--- config.mk ---
export PLATFORM = sky130hd
export DESIGN_NAME = aoc_channel
export DESIGN_NICKNAME = d
export VERILOG_FILES = /design/src/verilog/aoc_pkg.sv /design/src/verilog/aoc_classify.sv /design/src/verilog/aoc_channel.sv
export SDC_FILE = /design/constraint.sdc
export NUM_CORES = 1
export LEC_CHECK = 0
export BUFFER_PORTS_ARGS = -buffer_cell sky130_fd_sc_hd__buf_2
export CAP_MARGIN = 20
export CORE_ASPECT_RATIO = 0.75
export CORE_MARGIN = 4
export CORE_UTILIZATION = 54
export CTS_CLUSTER_DIAMETER = 40
export DETAILED_ROUTE_END_ITERATION = 7
export PLACE_DENSITY = 0.8
export SLEW_MARGIN = 10
export SYNTH_ARGS = -nofsm -noshare
export SYNTH_HDL_FRONTEND = slang
export SYNTH_HIERARCHICAL = 1
export SYNTH_SLANG_ARGS = --single-unit
--- constraint.sdc ---
create_clock -name clock -period 3 [get_ports clock]
set_input_delay 0.15 -clock clock [delete_from_list [all_inputs] [get_ports clock]]
set_output_delay 0.15 -clock clock [all_outputs]
set_load 0.05 [all_outputs]
--- src/verilog/aoc_pkg.sv ---
// Constants, types and register map of the analog output code handler
package aoc_pkg;

   // Register byte offsets on the Avalon-MM slave
   localparam logic [3:0] ADDR_CTRL   = 4'h0;
   localparam logic [3:0] ADDR_SUBST  = 4'h4;
   localparam logic [3:0] ADDR_DATA   = 4'h8;
   localparam logic [3:0] ADDR_STATUS = 4'hc;

   // Control register fields
   localparam int CTRL_RANGE_LSB = 0;
   localparam int CTRL_KEEP_BIT  = 2;
   localparam int CTRL_BUILT_BIT = 3;
   localparam logic [1:0] RSEL_VOLT = 2'h0;
   localparam logic [1:0] RSEL_CUR0 = 2'h1;
   localparam logic [1:0] RSEL_CUR4 = 2'h2;

   // Reset values
   localparam logic [3:0]  CTRL_RESET  = 4'h0;
   localparam logic [15:0] SUBST_RESET = 16'h0000;
   localparam logic [15:0] DATA_RESET  = 16'h0000;

   // Data word thresholds
   localparam logic signed [15:0] WORD_OVF_MIN   = 16'sh7f00;
   localparam logic signed [15:0] WORD_UNF_MAX   = 16'sh80ff;
   localparam logic signed [15:0] WORD_RATED_MAX = 16'sh6c00;
   localparam logic signed [15:0] WORD_RATED_MIN = 16'sh9400;
   localparam logic signed [15:0] WORD_CUR4_ZERO = 16'she500;
   localparam logic signed [15:0] WORD_ZERO      = 16'sh0000;

   // Status register bit positions
   localparam int ST_OVF_BIT   = 0;
   localparam int ST_UNF_BIT   = 1;
   localparam int ST_OVSH_BIT  = 2;
   localparam int ST_UNSH_BIT  = 3;
   localparam int ST_SHORT_BIT = 4;
   localparam int ST_WIRE_BIT  = 5;
   localparam int ST_RUN_BIT   = 6;
   localparam int ST_CODE_LSB  = 16;

   // Number of pin inputs that pass the synchroniser
   localparam int SYNC_W = 3;

   typedef enum logic [2:0]
   {
      RNG_VOLT = 3'b001,
      RNG_CUR0 = 3'b010,
      RNG_CUR4 = 3'b100
   } aoc_range_t;

   typedef enum logic [1:0]
   {
      ST_RUN  = 2'b01,
      ST_STOP = 2'b10
   } aoc_state_t;

   typedef struct packed
   {
      logic overflow;
      logic underflow;
      logic overshoot;
      logic undershoot;
      logic negative;
      logic below_cur4;
   } aoc_class_t;

endpackage

--- src/verilog/aoc_classify.sv ---
// Band classification of a signed output data word
module aoc_classify
   import aoc_pkg::*;
(
   // Word in
   input  wire logic signed [15:0] word,
   // Bands out
   output aoc_class_t              cls
);

   wire over_w  = word >= WORD_OVF_MIN;
   wire under_w = word <= WORD_UNF_MAX;

   assign cls.overflow   = over_w;
   assign cls.underflow  = under_w;
   assign cls.overshoot  = (word > WORD_RATED_MAX) && !over_w;
   assign cls.undershoot = (word < WORD_RATED_MIN) && !under_w;
   assign cls.negative   = word < WORD_ZERO;
   assign cls.below_cur4 = word < WORD_CUR4_ZERO;

endmodule

--- src/verilog/aoc_channel.sv ---
// Analog output channel code handler with Avalon-MM register slave
//
// Behaviour
// RULE_01 - Channel range is one of: plus/minus 10 V, 0-20 mA, 4-20 mA.
// RULE_02 - Voltage range: words -27648..27648 are the rated span, passed to converter.
// RULE_03 - Current ranges: words 0..27648 are the rated span, 27648 is full current.
// RULE_04 - Words >= 32512 or <= -32513 drive the substitute value instead.
// RULE_05 - In STOP the output holds last value or takes substitute; substitute resets to 0.
// RULE_06 - 4-20 mA: words down to -6912 convert; lower words clamp to zero current.
// RULE_07 - Short-to-ground diagnostic only in voltage range.
// RULE_08 - Wire-break diagnostic only in current ranges.
// RULE_09 - Built-in 0-20 mA output: negative words produce zero output.
// RULE_10 - Overshoot/undershoot convert linearly; overflow/underflow raise a diagnostic.
module aoc_channel
   import aoc_pkg::*;
(
   // Clock and reset
   input  wire logic        clock,
   input  wire logic        rst,
   // Avalon-MM slave
   input  wire logic [3:0]  address,
   input  wire logic        read,
   input  wire logic        write,
   input  wire logic [31:0] writedata,
   input  wire logic [3:0]  byteenable,
   output logic      [31:0] readdata,
   output logic             waitrequest,
   // Controller state and field sense pins
   input  wire logic        cpu_run,
   input  wire logic        short_gnd_in,
   input  wire logic        wire_break_in,
   // Converter code and diagnostics
   output logic      [15:0] dac_code,
   output logic             diag_overflow,
   output logic             diag_underflow,
   output logic             diag_short,
   output logic             diag_wire_break
);

   // Byte-lane merge for the 16-bit registers
   function automatic logic [15:0] merge16(input logic [15:0] old, input logic [31:0] wd, input logic [3:0] be);
      merge16 = {be[1] ? wd[15:8] : old[15:8], be[0] ? wd[7:0] : old[7:0]};
   endfunction

   logic [3:0]        ctrl;
   logic [15:0]       subst;
   logic [15:0]       data;
   aoc_state_t        state;
   logic [SYNC_W-1:0] sync1;
   logic [SYNC_W-1:0] sync2;
   logic              overshoot_q;
   logic              undershoot_q;
   aoc_class_t        cls;

   // Pin synchronisers
   wire [SYNC_W-1:0] pins_in = {wire_break_in, short_gnd_in, cpu_run};
   genvar g;
   generate
      for (g = 0; g < SYNC_W; g++)
      begin : g_sync
         always_ff @(posedge clock or posedge rst)
         begin
            if (rst)
            begin
               sync1[g] <= 1'b0;
               sync2[g] <= 1'b0;
            end
            else
            begin
               sync1[g] <= pins_in[g];
               sync2[g] <= sync1[g];
            end
         end
      end
   endgenerate
   wire run_s   = sync2[0];
   wire short_s = sync2[1];
   wire wire_s  = sync2[2];

   // Bus decode: request taken on the cycle waitrequest is low
   wire        req       = read | write;
   wire        do_write  = write & ~waitrequest;
   wire        sel_ctrl  = address == ADDR_CTRL;
   wire        sel_subst = address == ADDR_SUBST;
   wire        sel_data  = address == ADDR_DATA;
   wire        sel_stat  = address == ADDR_STATUS;
   wire        next_wait = ~(req & waitrequest);

   // Effective range; built-in output is a fixed 0-20 mA channel
   wire        builtin  = ctrl[CTRL_BUILT_BIT];
   wire        keep     = ctrl[CTRL_KEEP_BIT];
   wire [1:0]  rsel     = ctrl[CTRL_RANGE_LSB +: 2];
   aoc_range_t rng;
   assign rng = builtin ? RNG_CUR0 :                      // RULE_09
                (rsel == RSEL_CUR0) ? RNG_CUR0 :          // RULE_01
                (rsel == RSEL_CUR4) ? RNG_CUR4 : RNG_VOLT;

   aoc_classify u_classify
   (
      .word (data),
      .cls  (cls)
   );

   // Converted code while running
   logic [15:0] run_code;
   wire  out_of_band = cls.overflow | cls.underflow;                          // RULE_04
   wire  cur0_zero   = (rng == RNG_CUR0) & cls.negative;                      // RULE_03 RULE_09
   wire  cur4_clamp  = (rng == RNG_CUR4) & cls.below_cur4;                    // RULE_06
   assign run_code = out_of_band ? subst :                                    // RULE_04
                     cur0_zero   ? WORD_ZERO :
                     cur4_clamp  ? WORD_CUR4_ZERO :                           // RULE_06
                     data;                                                    // RULE_02 RULE_10

   // STOP output: hold the last code or drive the substitute
   wire [15:0] next_dac   = (state == ST_RUN) ? run_code : (keep ? dac_code : subst);   // RULE_05
   aoc_state_t next_state;
   assign next_state = run_s ? ST_RUN : ST_STOP;

   // Status: diagnostics in the low bits, live code in the upper half
   wire [31:0] status_word = {dac_code, 9'h000, state == ST_RUN, diag_wire_break, diag_short,
                              undershoot_q, overshoot_q, diag_underflow, diag_overflow};
   wire [31:0] next_rdata  = sel_ctrl  ? {28'h0000000, ctrl} :
                             sel_subst ? {16'h0000, subst} :
                             sel_data  ? {16'h0000, data} :
                             sel_stat  ? status_word : 32'h00000000;

   always_ff @(posedge clock or posedge rst)
   begin
      if (rst)
      begin
         waitrequest <= 1'b1;
         readdata    <= 32'h00000000;
         ctrl        <= CTRL_RESET;
         subst       <= SUBST_RESET;                                          // RULE_05
         data        <= DATA_RESET;
      end
      else
      begin
         waitrequest <= next_wait;
         if (read & waitrequest)
            readdata <= next_rdata;
         if (do_write & sel_ctrl & byteenable[0])
            ctrl <= writedata[3:0];
         if (do_write & sel_subst)
            subst <= merge16(subst, writedata, byteenable);
         if (do_write & sel_data)
            data <= merge16(data, writedata, byteenable);
      end
   end

   always_ff @(posedge clock or posedge rst)
   begin
      if (rst)
      begin
         state           <= ST_STOP;
         dac_code        <= SUBST_RESET;
         diag_overflow   <= 1'b0;
         diag_underflow  <= 1'b0;
         overshoot_q     <= 1'b0;
         undershoot_q    <= 1'b0;
         diag_short      <= 1'b0;
         diag_wire_break <= 1'b0;
      end
      else
      begin
         state           <= next_state;
         dac_code        <= next_dac;                                         // RULE_05
         diag_overflow   <= cls.overflow;                                     // RULE_10
         diag_underflow  <= cls.underflow;                                    // RULE_10
         overshoot_q     <= cls.overshoot;
         undershoot_q    <= cls.undershoot & (rng == RNG_VOLT);
         diag_short      <= short_s & (rng == RNG_VOLT);                      // RULE_07
         diag_wire_break <= wire_s & (rng != RNG_VOLT);                       // RULE_08
      end
   end

   // Checks
   a_ovf_subst: assert property (@(posedge clock) disable iff (rst) // RULE_04
      (state == ST_RUN && cls.overflow) |=> dac_code == $past(subst))
      else $error("overflow did not drive substitute");
   a_unf_subst: assert property (@(posedge clock) disable iff (rst) // RULE_04
      (state == ST_RUN && cls.underflow) |=> dac_code == $past(subst))
      else $error("underflow did not drive substitute");
   a_volt_pass: assert property (@(posedge clock) disable iff (rst) // RULE_02
      (state == ST_RUN && rng == RNG_VOLT && !out_of_band) |=> dac_code == $past(data))
      else $error("voltage word not passed");
   a_cur0_pass: assert property (@(posedge clock) disable iff (rst) // RULE_03
      (state == ST_RUN && rng == RNG_CUR0 && !out_of_band && !cls.negative) |=> dac_code == $past(data))
      else $error("0-20 mA word not passed");
   a_cur4_pass: assert property (@(posedge clock) disable iff (rst) // RULE_06
      (state == ST_RUN && rng == RNG_CUR4 && !out_of_band && !cls.below_cur4) |=> dac_code == $past(data))
      else $error("4-20 mA word not passed");
   a_cur4_clamp: assert property (@(posedge clock) disable iff (rst) // RULE_06
      (state == ST_RUN && rng == RNG_CUR4 && $signed(data) < $signed(WORD_CUR4_ZERO) && !cls.underflow)
      |=> dac_code == WORD_CUR4_ZERO) else $error("4-20 mA clamp missing");
   a_cur0_neg: assert property (@(posedge clock) disable iff (rst) // RULE_09
      (state == ST_RUN && rng == RNG_CUR0 && data[15] && !cls.underflow) |=> dac_code == WORD_ZERO)
      else $error("negative current word not zeroed");
   a_stop_keep: assert property (@(posedge clock) disable iff (rst) // RULE_05
      (state == ST_STOP && keep) |=> $stable(dac_code))
      else $error("stop hold changed output");
   a_stop_subst: assert property (@(posedge clock) disable iff (rst) // RULE_05
      (state == ST_STOP && !keep) |=> dac_code == $past(subst))
      else $error("stop substitute missing");
   a_short_volt: assert property (@(posedge clock) disable iff (rst) // RULE_07
      (rng != RNG_VOLT) |=> !diag_short)
      else $error("short diagnostic in current range");
   a_short_pass: assert property (@(posedge clock) disable iff (rst) // RULE_07
      (rng == RNG_VOLT && short_s) |=> diag_short)
      else $error("short diagnostic missing in voltage range");
   a_wire_cur: assert property (@(posedge clock) disable iff (rst) // RULE_08
      (rng == RNG_VOLT) |=> !diag_wire_break)
      else $error("wire break in voltage range");
   a_wire_pass: assert property (@(posedge clock) disable iff (rst) // RULE_08
      (rng != RNG_VOLT && wire_s) |=> diag_wire_break)
      else $error("wire break missing in current range");
   a_ovf_diag: assert property (@(posedge clock) disable iff (rst) // RULE_10
      cls.overflow |=> diag_overflow)
      else $error("overflow diagnostic missing");
   a_unf_diag: assert property (@(posedge clock) disable iff (rst) // RULE_10
      cls.underflow |=> diag_underflow)
      else $error("underflow diagnostic missing");
   a_bus_wait: assert property (@(posedge clock) disable iff (rst)
      (req && waitrequest) |=> !waitrequest ##1 waitrequest)
      else $error("bus answer not one cycle");

   // Main scenarios
   c_ovf_run:   cover property (@(posedge clock) disable iff (rst) state == ST_RUN && cls.overflow);
   c_run_stop:  cover property (@(posedge clock) disable iff (rst) state == ST_RUN ##1 state == ST_STOP);
   c_cur4:      cover property (@(posedge clock) disable iff (rst) state == ST_RUN && cur4_clamp);
   c_stop_keep: cover property (@(posedge clock) disable iff (rst) state == ST_STOP && keep);
   c_builtin:   cover property (@(posedge clock) disable iff (rst) state == ST_RUN && builtin);

endmodule

==> reports/metrics.csv, run 1 <==
stage;metric;value;unit
drt;antenna_left;0;
drt;num_vias;3186;
timing;tightestPinTransition;0.7578;ns
clock_tree;tritoncts;done;
clock_tree;cts_resized;0;
cells_and_area;fin_nets;475;
synth;ys_seq_area_share;57.53;%
clock_tree;post-cts-setup-buffers;0;
power_and_ir_drop;switching_power;1.080;mW
run;drv_cap;0;
drt;avgViaCountPerCell;5.989;
worst_hold_path;hold_path_class;in -> reg;
cells_and_area;final_common_cell;dfrtp_1;
synth;synth_area;4310;sq um
worst_setup_path;path_class;reg -> reg;
cells_and_area;diodes;0;
synth;synthCells;343;
clock_tree;cts_buffers;9;
power_and_ir_drop;netSwitchingFraction;33.17;%
clock_tree;clock-sinks;99;
worst_setup_path;cp_max_fo;9;
timing;finalWorstSetupSlack;0.8124;ns
timing;fin_tns_setup;0;ns
power_and_ir_drop;pwr-share-seq;50.7;%
timing;report.final.slew_viol_count;0;
drt;wl;10420;um
cells_and_area;most-common-layout-cells;dfrtp_1 (97), buf_2 (81), mux2_2 (38), o21ai_0 (27), nand2_1 (20);
placed_design;place_area;4768;sq um
synth;synth_top_area_share;56.31;%
worst_setup_path;cp_data_required_time;3.30;ns
run_status;status;finished clean;
timing;timing.hold.ws;0.01369;ns
clock_tree;cts.path.max_buffers;2;
worst_setup_path;crit_arrival;2.49;ns
clock_tree;root_buffer;clkbuf_8;
synth;synth_nets;392;
drt;detail_route.iter0.violations;294;
clock_tree;cts_htree_levels;3;
timing;finalClockSkew;0.01430;ns
drt;post-route-drc-count;0;
floorplanning;coreArea;7533;sq um
global_routing;first_global_vias;3106;
synth;ys.flop_type;dfrtp_1;
floorplanning;die_area;9491;sq um
clock_tree;clk_pin_slew_worst_paths;0.10;ns
worst_setup_path;cp_slowest_cell;or4b_4;
timing;period_minus_slack;2.188;ns
placed_design;place.gp.congestion;0.9197;
floorplanning;die_y;85.38;um
power_and_ir_drop;pwr-share-comb;21.4;%
global_routing;grt.overflow.total;0;
placed_design;port_buffers;81;
cells_and_area;post-route-util;66.87;%
timing;period_share;72.92;%
floorplanning;die_w;111.2;um
timing;slew-limit-headroom;49.48;%
clock_tree;clk_latency;0.38;ns
cells_and_area;drive_gt1_share;36.66;%
worst_setup_path;cpPeakStageDelay;0.59;ns
placed_design;preCtsSetupSlack;0.8566;ns
drt;drtPass1Iterations;6;
timing;setup_viol;0;
synth;synth_area_leader_cell;dfrtp_1;
synth;synth-seq-cells;99;
drt;routedWlPerCell;19.59;um
worst_setup_path;cp-end-kind;register;
cells_and_area;fillers;573;
synth;syn_area_per_cell;12.57;sq um
timing;max_freq;457.1;MHz
placed_design;detailed_place_hpwl;7569;um
power_and_ir_drop;intPower;2.176;mW
synth;synth_edf_count;0;
synth;synthDistinctLibCells;48;
global_routing;grt_max_degree;63;
global_routing;grt_pass1_wl;16730;um
timing;hold_viol_final;0;
global_routing;grt_usage;22.70;%
worst_setup_path;cp-start-kind;register;
power_and_ir_drop;p_leak;2.433;nW
floorplanning;num_io_pins;100;
cells_and_area;syn_to_final_growth;16.86;%
synth;yosysWarningCount;6;
worst_setup_path;path_cells;nor2_1, and4_1, or4b_4, nor3b_4, o2bb2ai_1;
floorplanning;start_util;57.22;%
clock_tree;cts_hold_buf;6;
cells_and_area;fin_area;5037;sq um
synth;async_flop_share;100.0;%
power_and_ir_drop;peakVddDrop;0.4207;mV
power_and_ir_drop;clkPwrFrac;28.0;%
floorplanning;rows;27;
global_routing;antenna_found_initial;0;
power_and_ir_drop;power_density;646.4;nW/um^2
synth;synth_area_leaders;dfrtp_1 (56%), mux2_2 (9.9%), a22o_1 (3.7%);
timing;rsz0062_at_grt;no;
## path summary, 6_finish.rpt
path / start / cells after the start / to / slack, ns
max: data[11]$_DFFE_PP0P_ / 5 / dac_code[0]$_DFFE_PP0P_ / 0.81
max reg2reg: data[11]$_DFFE_PP0P_ / 5 / dac_code[0]$_DFFE_PP0P_ / 0.81
min: writedata[4] / 2 / subst[4]$_DFFE_PP0P_ / 0.01
max in group asynchronous: rst / 4 / waitrequest$_DFF_PP1_ / 1.72
min in group asynchronous: rst / 3 / readdata[18]$_DFFE_PP0P_ / 0.47
min reg2reg: sync1[2]$_DFF_PP0_ / 0 / wire_s$_DFF_PP0_ / 0.35
## state kept, by name, summed over array words and instances, names as in the netlist
signal           cells
ctrl                 4
dac_code            16
data                16
diag_overflow        1
diag_short           1
diag_underflow       1
diag_wire_break      1
overshoot_q          1
readdata            32
run_s                1
short_s              1
state                2
subst               16
sync1                3
undershoot_q         1
waitrequest          1
wire_s               1
## through the flow
step                      instances  power (mW)
final                           532       3.256
after global routing            532       3.401
after CTS                       532       3.260
after detailed placement        510       2.359
after global placement          510       2.332
after floorplan                 343       2.142
## power by group through the flow
stage	combinational, mW	sequential, mW	clock [mW]
final	0.696	1.65	0.910
after global routing	0.745	1.67	0.984
after CTS	0.698	1.64	0.918
after detailed placement	0.689	1.67	0
after global placement	0.673	1.66	0
after floorplan	0.294	1.85	0
## metal layers
metal	wire length [um]	GRT usage, %
met1	4741	32.23
met2	4673	33.44
met3	894	8.696
met4	112	5.083
met5	0	0
## critical path: cells and delay by family, from the launching register on
kind	cells	cell delay, ns
AOI/OAI and AO/OA	1	0.17
DFF	1	0.54
and+or+nand+nor	4	1.41
## cells in the mapped netlist, types with 2 or more instances
cell,count
a221o_1,5
inv_1,4
nor3b_4,2
a22o_1,18
a2bb2oi_1,2
o2bb2ai_1,9
nand3b_1,10
or2_2,2
nand2_1,20
o221ai_1,2
ha_1,2
dfrtp_1,97
buf_4,5
a211oi_1,2
nor3_1,4
and3_1,5
nand3_1,3
buf_6,2
buf_2,4
dfstp_2,2
a21oi_1,16
mux4_2,2
nor4_1,2
nand2b_1,2
nor3_2,2
a22oi_1,11
clkbuf_1,8
o21a_1,5
nor2_1,8
and2_1,3
mux2_2,38
o22ai_1,2
o21ai_0,27
nor2b_1,3
## logic make-up (layout without fill, tap and decap cells)
logic type | after synthesis | in the layout | share of synthesized area, %
AO/OA/AOI/OAI | 101 | 101 | 16.55
buffers and inverters | 24 | 112 | 2.990
flip-flops | 99 | 99 | 57.53
multiplexers | 40 | 40 | 10.97
adder cells (fa/ha/maj) | 2 | 2 | 0.5805
AND/OR/NAND/NOR | 77 | 77 | 11.38
## final cells by class
cell class              count  area, sq um  area share (%)
flip-flops and latches     99         2480           49.23
multi-input cells         220         1702           33.78
repair buffers             92        503.0           9.985
clock buffers              11        131.4           2.608
well taps                 101        126.4           2.509
clock inverters             5        77.57           1.540
inverters                   4        17.52          0.3477
(Power assumes the default switching activity.)
==> run 2: changes to the inputs <==
Settings changed: ABC_AREA set to 1, CORE_UTILIZATION 54 to 49, PLACE_DENSITY 0.8 to 0.76.
Clock period 3 ns to 1.97 ns, I/O delays scaled along.
==> run 2 against run 1 <==
  * Worst setup slack lost 0.62 ns
  * Clock power grew 95%
  * Die area grew 19%
  * Sequential cell count is the same
  * Maximum frequency grew 23%
  * Via count grew 22%
  * Critical path depth grew 6
  * First-iteration DRC count grew 19%
  * Critical endpoint is now dac_code[6]$_DFFE_PP0P_
==> reports/metrics.csv, run 2 <==
stage;metric;value;unit
run_status;status;finished clean;
timing;timing.hold.ws;0.01660;ns
worst_setup_path;r2r-start;data[8]$_DFFE_PP0P_;
worst_setup_path;cp-end-kind;register;
placed_design;detailed_place_hpwl;7997;um
clock_tree;cts_htree_levels;3;
synth;synth_area;4712;sq um
worst_setup_path;ff2ff_setup_slack;0.19;ns
cells_and_area;most-common-layout-cells;nand2_1 (169), dfrtp_1 (97), buf_2 (81), inv_1 (56), nor2_1 (56);
synth;synthTopCellsByCount;nand2_1 (169), dfrtp_1 (97), inv_1 (57), nor2_1 (57), a21oi_1 (34);
synth;synth_most_common_cell;nand2_1;
synth;synth_edf_count;0;
floorplanning;num_io_pins;100;
worst_hold_path;hold_path_class;in -> reg;
clock_tree;clock-sinks;99;
synth;yosysWarningCount;6;
synth;synthDistinctLibCells;28;
global_routing;grt.overflow.total;0;
floorplanning;die_y;92.93;um
cells_and_area;max_flop_register;readdata;
drt;avgViaCountPerCell;5.028;
drt;antenna_left;0;
placed_design;place_area;5207;sq um
floorplanning;rows;30;
floorplanning;start_util;51.24;%
timing;finalClockSkew;0.009159;ns
timing;report.final.slew_viol_count;0;
cells_and_area;fillers;811;
clock_tree;tritoncts;done;
synth;synth-compound-area-share;12.61;%
synth;synth_nets;609;
cells_and_area;final_common_cell;nand2_1;
timing;max_freq;561.8;MHz
synth;synthAdderAreaFrac;0.5311;%
synth;synth_top_area_share;51.51;%
worst_setup_path;path_class;reg -> reg;
synth;synth_top_family_by_area;simple AND/OR/NAND/NOR gates;
global_routing;grt_usage;21.34;%
floorplanning;coreArea;9196;sq um
timing;rsz0062_at_grt;no;
cells_and_area;syn_to_final_growth;18.61;%
global_routing;first_global_vias;3861;
clock_tree;clk_pin_slew_worst_paths;0.06;ns
drt;post-route-drc-count;0;
synth;ys_seq_area_share;52.63;%
timing;period_share;90.35;%
global_routing;grt_max_degree;50;
worst_hold_path;whs_path_depth;3;
run;drv_cap;0;
placed_design;placed_cells;752;
cells_and_area;fin_area;5589;sq um
synth;ys.flop_type;dfrtp_1;
worst_setup_path;cp_data_required_time;2.20;ns
cells_and_area;multiInputGateArea;1829;sq um
cells_and_area;seqCellArea;2480;sq um
power_and_ir_drop;p_leak;2.945;nW
drt;routedWlPerCell;14.60;um
worst_hold_path;min_to;ctrl[0]$_DFFE_PP0P_;
synth;synthCells;560;
synth;yosys.area_share.xor_xnor;0;%
clock_tree;cts.path.max_buffers;2;
worst_setup_path;cp_max_fo;8;
cells_and_area;fin_nets;692;
cells_and_area;drive_gt1_share;24.38;%
synth;synth_area_leader_cell;dfrtp_1;
timing;tightestPinTransition;0.6022;ns
floorplanning;die_w;121.2;um
global_routing;grt_pass1_wl;18820;um
timing;slew-limit-headroom;59.74;%
timing;fin_tns_setup;0;ns
global_routing;antenna_found_initial;0;
synth;synth-seq-cells;99;
synth;syn_area_per_cell;8.414;sq um
power_and_ir_drop;peakVddDrop;0.5150;mV
clock_tree;cts_buffers;9;
clock_tree;root_buffer;clkbuf_16;
timing;period_minus_slack;1.780;ns
drt;detail_route.iter0.violations;351;
clock_tree;post-cts-setup-buffers;0;
power_and_ir_drop;power_density;1038;nW/um^2
timing;hold_viol_final;0;
synth;yosys.area_share.simple;25.62;%
worst_hold_path;hold_path_startpoint;writedata[0];
placed_design;port_buffers;81;
drt;drtPass1Iterations;5;
drt;num_vias;3902;
worst_setup_path;cp-start-kind;register;
worst_setup_path;worstReg2RegEnd;dac_code[6]$_DFFE_PP0P_;
cells_and_area;diodes;0;
synth;synth_area_leaders;dfrtp_1 (52%), nand2_1 (13%), o21ai_2 (5.4%);
cells_and_area;post-route-util;60.78;%
synth;yosys-mux-area-fraction;0;%
synth;async_flop_share;100.0;%
worst_setup_path;reg2reg_depth;11;
worst_setup_path;crit_arrival;2.01;ns
timing;setup_viol;0;
clock_tree;clk_latency;0.35;ns
cells_and_area;largest_reg_flops;32;
drt;wl;11330;um
placed_design;place.gp.congestion;0.8765;
cells_and_area;fin_cells;776;
floorplanning;die_area;11270;sq um
-- run 2: cell count changes after synthesis, sizes merged, moves of 36 or more --
cell   previous run  this run
inv               4        62
o21ai            27        63
mux2             38         0
nand2            20       176
nor2              9        68
-- run 2: worst max-delay path by stage --
| stage | startpoint | to | slack [ns] | cells past startpoint |
|---|---|---|---|---|
| final | data[8]$_DFFE_PP0P_ | dac_code[6]$_DFFE_PP0P_ | 0.19 | 11 |
| after global routing | data[9]$_DFFE_PP0P_ | dac_code[5]$_DFFE_PP0P_ | 0.04 | 9 |
| after CTS | data[8]$_DFFE_PP0P_ | dac_code[6]$_DFFE_PP0P_ | 0.15 | 11 |
| after detailed placement | data[8]$_DFFE_PP0P_ | dac_code[6]$_DFFE_PP0P_ | 0.17 | 11 |
| after global placement | data[9]$_DFFE_PP0P_ | dac_code[6]$_DFFE_PP0P_ | 0.21 | 11 |
| after floorplan | data[9]$_DFFE_PP0P_ | dac_code[0]$_DFFE_PP0P_ | 0.34 | 11 |
-- run 2: metal layers --
| metal | GRT usage [%] | share of wire, % | routed length [um] |
|---|---|---|---|
| met4 | 4.664 | 0.86 | 97 |
| met1 | 28.53 | 45 | 5133 |
| met2 | 34.49 | 47 | 5342 |
| met3 | 6.532 | 6.6 | 753 |
| met5 | 0 | 0 | 0 |
-- run 2: cells by family (layout without fill, tap and decap cells) --
family                     after synthesis  count (layout)
DFF                                     99              99
and+or+nand+nor                        275             275
AOI/OAI and AO/OA                       97              97
buffers and inverters                   87             175
adders and majority gates                2               2
-- run 2: worst max-delay path, cell delays in order, from the launching register on --
cell and delay (ns):
dfrtp_1 0.41, inv_1 0.07, nand2_1 0.10, nand2_1 0.09, nand2_1 0.06, a21oi_1 0.13, nand3_1 0.13, nor2_2 0.28
buf_4 0.22, nor2_1 0.05, nand2_1 0.07, a21oi_1 0.06
-- run 2: power breakdown --
part | internal, mW | switching (mW) | leakage (nW)
clock network | 1.05 | 0.717 | 0.147
logic | 0.403 | 1.10 | 1.51
registers | 2.30 | 0.232 | 1.29
total | 3.75 | 2.05 | 2.95
-- run 2: area by class of cell --
cell class              count  share of cell area (%)
flip-flops and latches     99                   44.37
multi-input cells         374                   32.73
repair buffers             96                   10.30
clock buffers              14                   4.724
inverters                  63                   4.388
well taps                 128                   2.865
clock inverters             2                  0.6268
-- run 2: through the flow --
step	worst slack [ns]	power (mW)
2_1_floorplan	0.3356	3.637
3_3_place_gp	0.2147	4.009
3_5_place_dp	0.1673	4.043
4_1_cts	0.1513	5.831
5_1_grt	0.04448	6.091
6_report	0.1901	5.801
-- run 2: timing repair --
item	4_1_cts	5_1_grt
hold endpoints to repair	22	0
resized for setup	0	1
endpoints found under the setup margin	0	5
hold buffers	8	0
==> run 3: changes to the inputs <==
Settings changed: GPL_TIMING_DRIVEN set to 0.
==> run 3 against run 2 <==
  * Power hardly changed
  * Hold slack worse by 0.0063 ns
  * Worst setup slack worse by 0.072 ns
  * Register-to-register slack worse by 0.07 ns
  * Via count is 2.4% higher
  * Design area rose by 2.2%
  * Utilization increased by 1.3 points
  * Clock skew decreased by 0.00058 ns
  * Sequential power barely moved
  * First-iteration DRC count down 21%
  * Die area stayed put
  * Global-route usage up 1.5 points
  * Critical path type unchanged
  * Largest power group unchanged
  * Highest routed layer unchanged
==> reports/metrics.csv, run 3 (synthesis results as in run 2) <==
stage;metric;value;unit
run_status;status;finished clean;
worst_setup_path;crit_buf_inv;3;
clock_tree;cts_htree_levels;3;
clock_tree;cts_buffers;9;
cells_and_area;fin_area;5710;sq um
worst_setup_path;cpPeakStageDelay;0.42;ns
worst_setup_path;cp_data_required_time;2.20;ns
run;drv_cap;0;
drt;routedWlPerCell;14.65;um
drt;post-route-drc-count;0;
timing;slew-limit-headroom;53.46;%
cells_and_area;syn_to_final_growth;21.19;%
worst_setup_path;path_cells;inv_1, nand2_1, nor2_1, and3_2, buf_4, nor2_1, nand2_2, buf_4, a21oi_1, a21oi_1;
clock_tree;cts.path.max_buffers;2;
timing;period_share;94.01;%
drt;num_vias;3994;
clock_tree;root_buffer;clkbuf_16;
worst_setup_path;cp-start-kind;register;
timing;period_minus_slack;1.852;ns
global_routing;antenna_found_initial;0;
clock_tree;clk_latency;0.35;ns
timing;finalClockSkew;0.008576;ns
floorplanning;rows;30;
cells_and_area;largest_reg_flops;32;
timing;hold_viol_final;0;
floorplanning;die_y;92.93;um
timing;setup_viol;0;
worst_setup_path;cp_max_fo;10;
worst_setup_path;cp_slowest_cell;dfrtp_1;
timing;timing.hold.ws;0.01026;ns
drt;detail_route.iter0.violations;276;
floorplanning;die_area;11270;sq um
global_routing;first_global_vias;3999;
timing;finalWorstSetupSlack;0.1181;ns
timing;rsz0062_at_grt;no;
cells_and_area;diodes;0;
timing;max_freq;540.0;MHz
cells_and_area;fin_nets;712;
global_routing;grt_max_degree;37;
global_routing;grt_pass1_wl;20150;um
worst_setup_path;path_depth;10;
worst_setup_path;cp-end-kind;register;
worst_hold_path;hold_path_class;in -> reg;
clock_tree;clk_pin_slew_worst_paths;0.06;ns
clock_tree;tritoncts;done;
timing;tightestPinTransition;0.6967;ns
cells_and_area;max_flop_register;readdata;
floorplanning;die_w;121.2;um
placed_design;place_area;5316;sq um
drt;wl;11660;um
cells_and_area;most-common-layout-cells;nand2_1 (169), dfrtp_1 (97), buf_2 (85), nor2_1 (57), inv_1 (56);
placed_design;preCtsSetupSlack;-0.04602;ns
placed_design;port_buffers;80;
clock_tree;clock-sinks;99;
global_routing;grt_usage;22.81;%
cells_and_area;drive_gt1_share;26.05;%
placed_design;detailed_place_hpwl;8809;um
floorplanning;coreArea;9196;sq um
cells_and_area;post-route-util;62.10;%
cells_and_area;fillers;794;
drt;antenna_left;0;
power_and_ir_drop;p_leak;3.023;nW
worst_setup_path;cp_top_family;simple AND/OR/NAND/NOR gates;
worst_setup_path;path_class;reg -> reg;
power_and_ir_drop;peakVddDrop;0.6266;mV
floorplanning;start_util;51.24;%
placed_design;place.gp.congestion;0.8987;
drt;drtPass1Iterations;5;
worst_setup_path;crit_arrival;2.08;ns
cells_and_area;final_common_cell;nand2_1;
worst_setup_path;reg2reg_depth;10;
floorplanning;num_io_pins;100;
global_routing;grt.overflow.total;0;
timing;report.final.slew_viol_count;0;
power_and_ir_drop;power_density;1016;nW/um^2
drt;avgViaCountPerCell;5.018;
worst_hold_path;whs_path_depth;3;
[run 3: repair_timing]
item                                    in CTS  in global routing
buffers inserted                             1                  2
hold endpoints to repair                    32                  0
pin swaps                                    1                  0
hold buffers                                 7                  0
gates resized for setup                      1                  4
endpoints found under the setup margin      10                 12
[run 3: worst register-to-register path, delay by kind of cell, from the launching register on]
kind                   cells  cell delay, ns
and+or+nand+nor            5            0.68
buffers and inverters      3            0.42
DFF                        1            0.42
AOI/OAI and AO/OA          2            0.23
[run 3: final timing paths]
check | start | to | slack [ns]
max | data[8]$_DFFE_PP0P_ | dac_code[3]$_DFFE_PP0P_ | 0.12
min | writedata[3] | ctrl[3]$_DFFE_PP0P_ | 0.01
max reg2reg | data[8]$_DFFE_PP0P_ | dac_code[3]$_DFFE_PP0P_ | 0.12
min reg2reg | sync1[2]$_DFF_PP0_ | wire_s$_DFF_PP0_ | 0.35
max in group asynchronous | rst | state[1]$_DFF_PP1_ | 0.90
min in group asynchronous | rst | data[5]$_DFFE_PP0P_ | 0.41
[run 3: report_power, final]
part           switching, mW  internal (mW)  total [mW]
clock                  0.762          0.987        1.75
combinational           1.10          0.417        1.52
sequential             0.240           2.30        2.54
[run 3: per-layer routing]
metal	part of all wire (%)	GRT usage [%]	wire length, um	up-vias
li1	-	-	-	1967
met1	46	31.73	5417	1894
met2	47	36.66	5427	119
met3	5.8	4.884	682	14
met4	1.2	5.784	135	0
met5	0	0	0	-
[run 3: through the flow]
stage | setup TNS [ns] | power (mW) | instances
final | 0 | 5.800 | 796
after global routing | 0 | 6.109 | 796
after CTS | 0 | 5.815 | 794
after detailed placement | -0.3936 | 4.062 | 770
after global placement | -0.4846 | 4.020 | 768
after floorplan | 0 | 3.637 | 560
[run 3: area by class of cell]
class	count	area [sq um]	share of cell area, %
buffer	24	171.4	3.002
clock buffer	10	229.0	4.010
clock inverter	6	65.06	1.139
tap	128	160.2	2.805
sequential	99	2480	43.43
timing repair buffer	92	533.0	9.334
multi-input combinational	374	1827	31.99
inverter	63	245.2	4.294
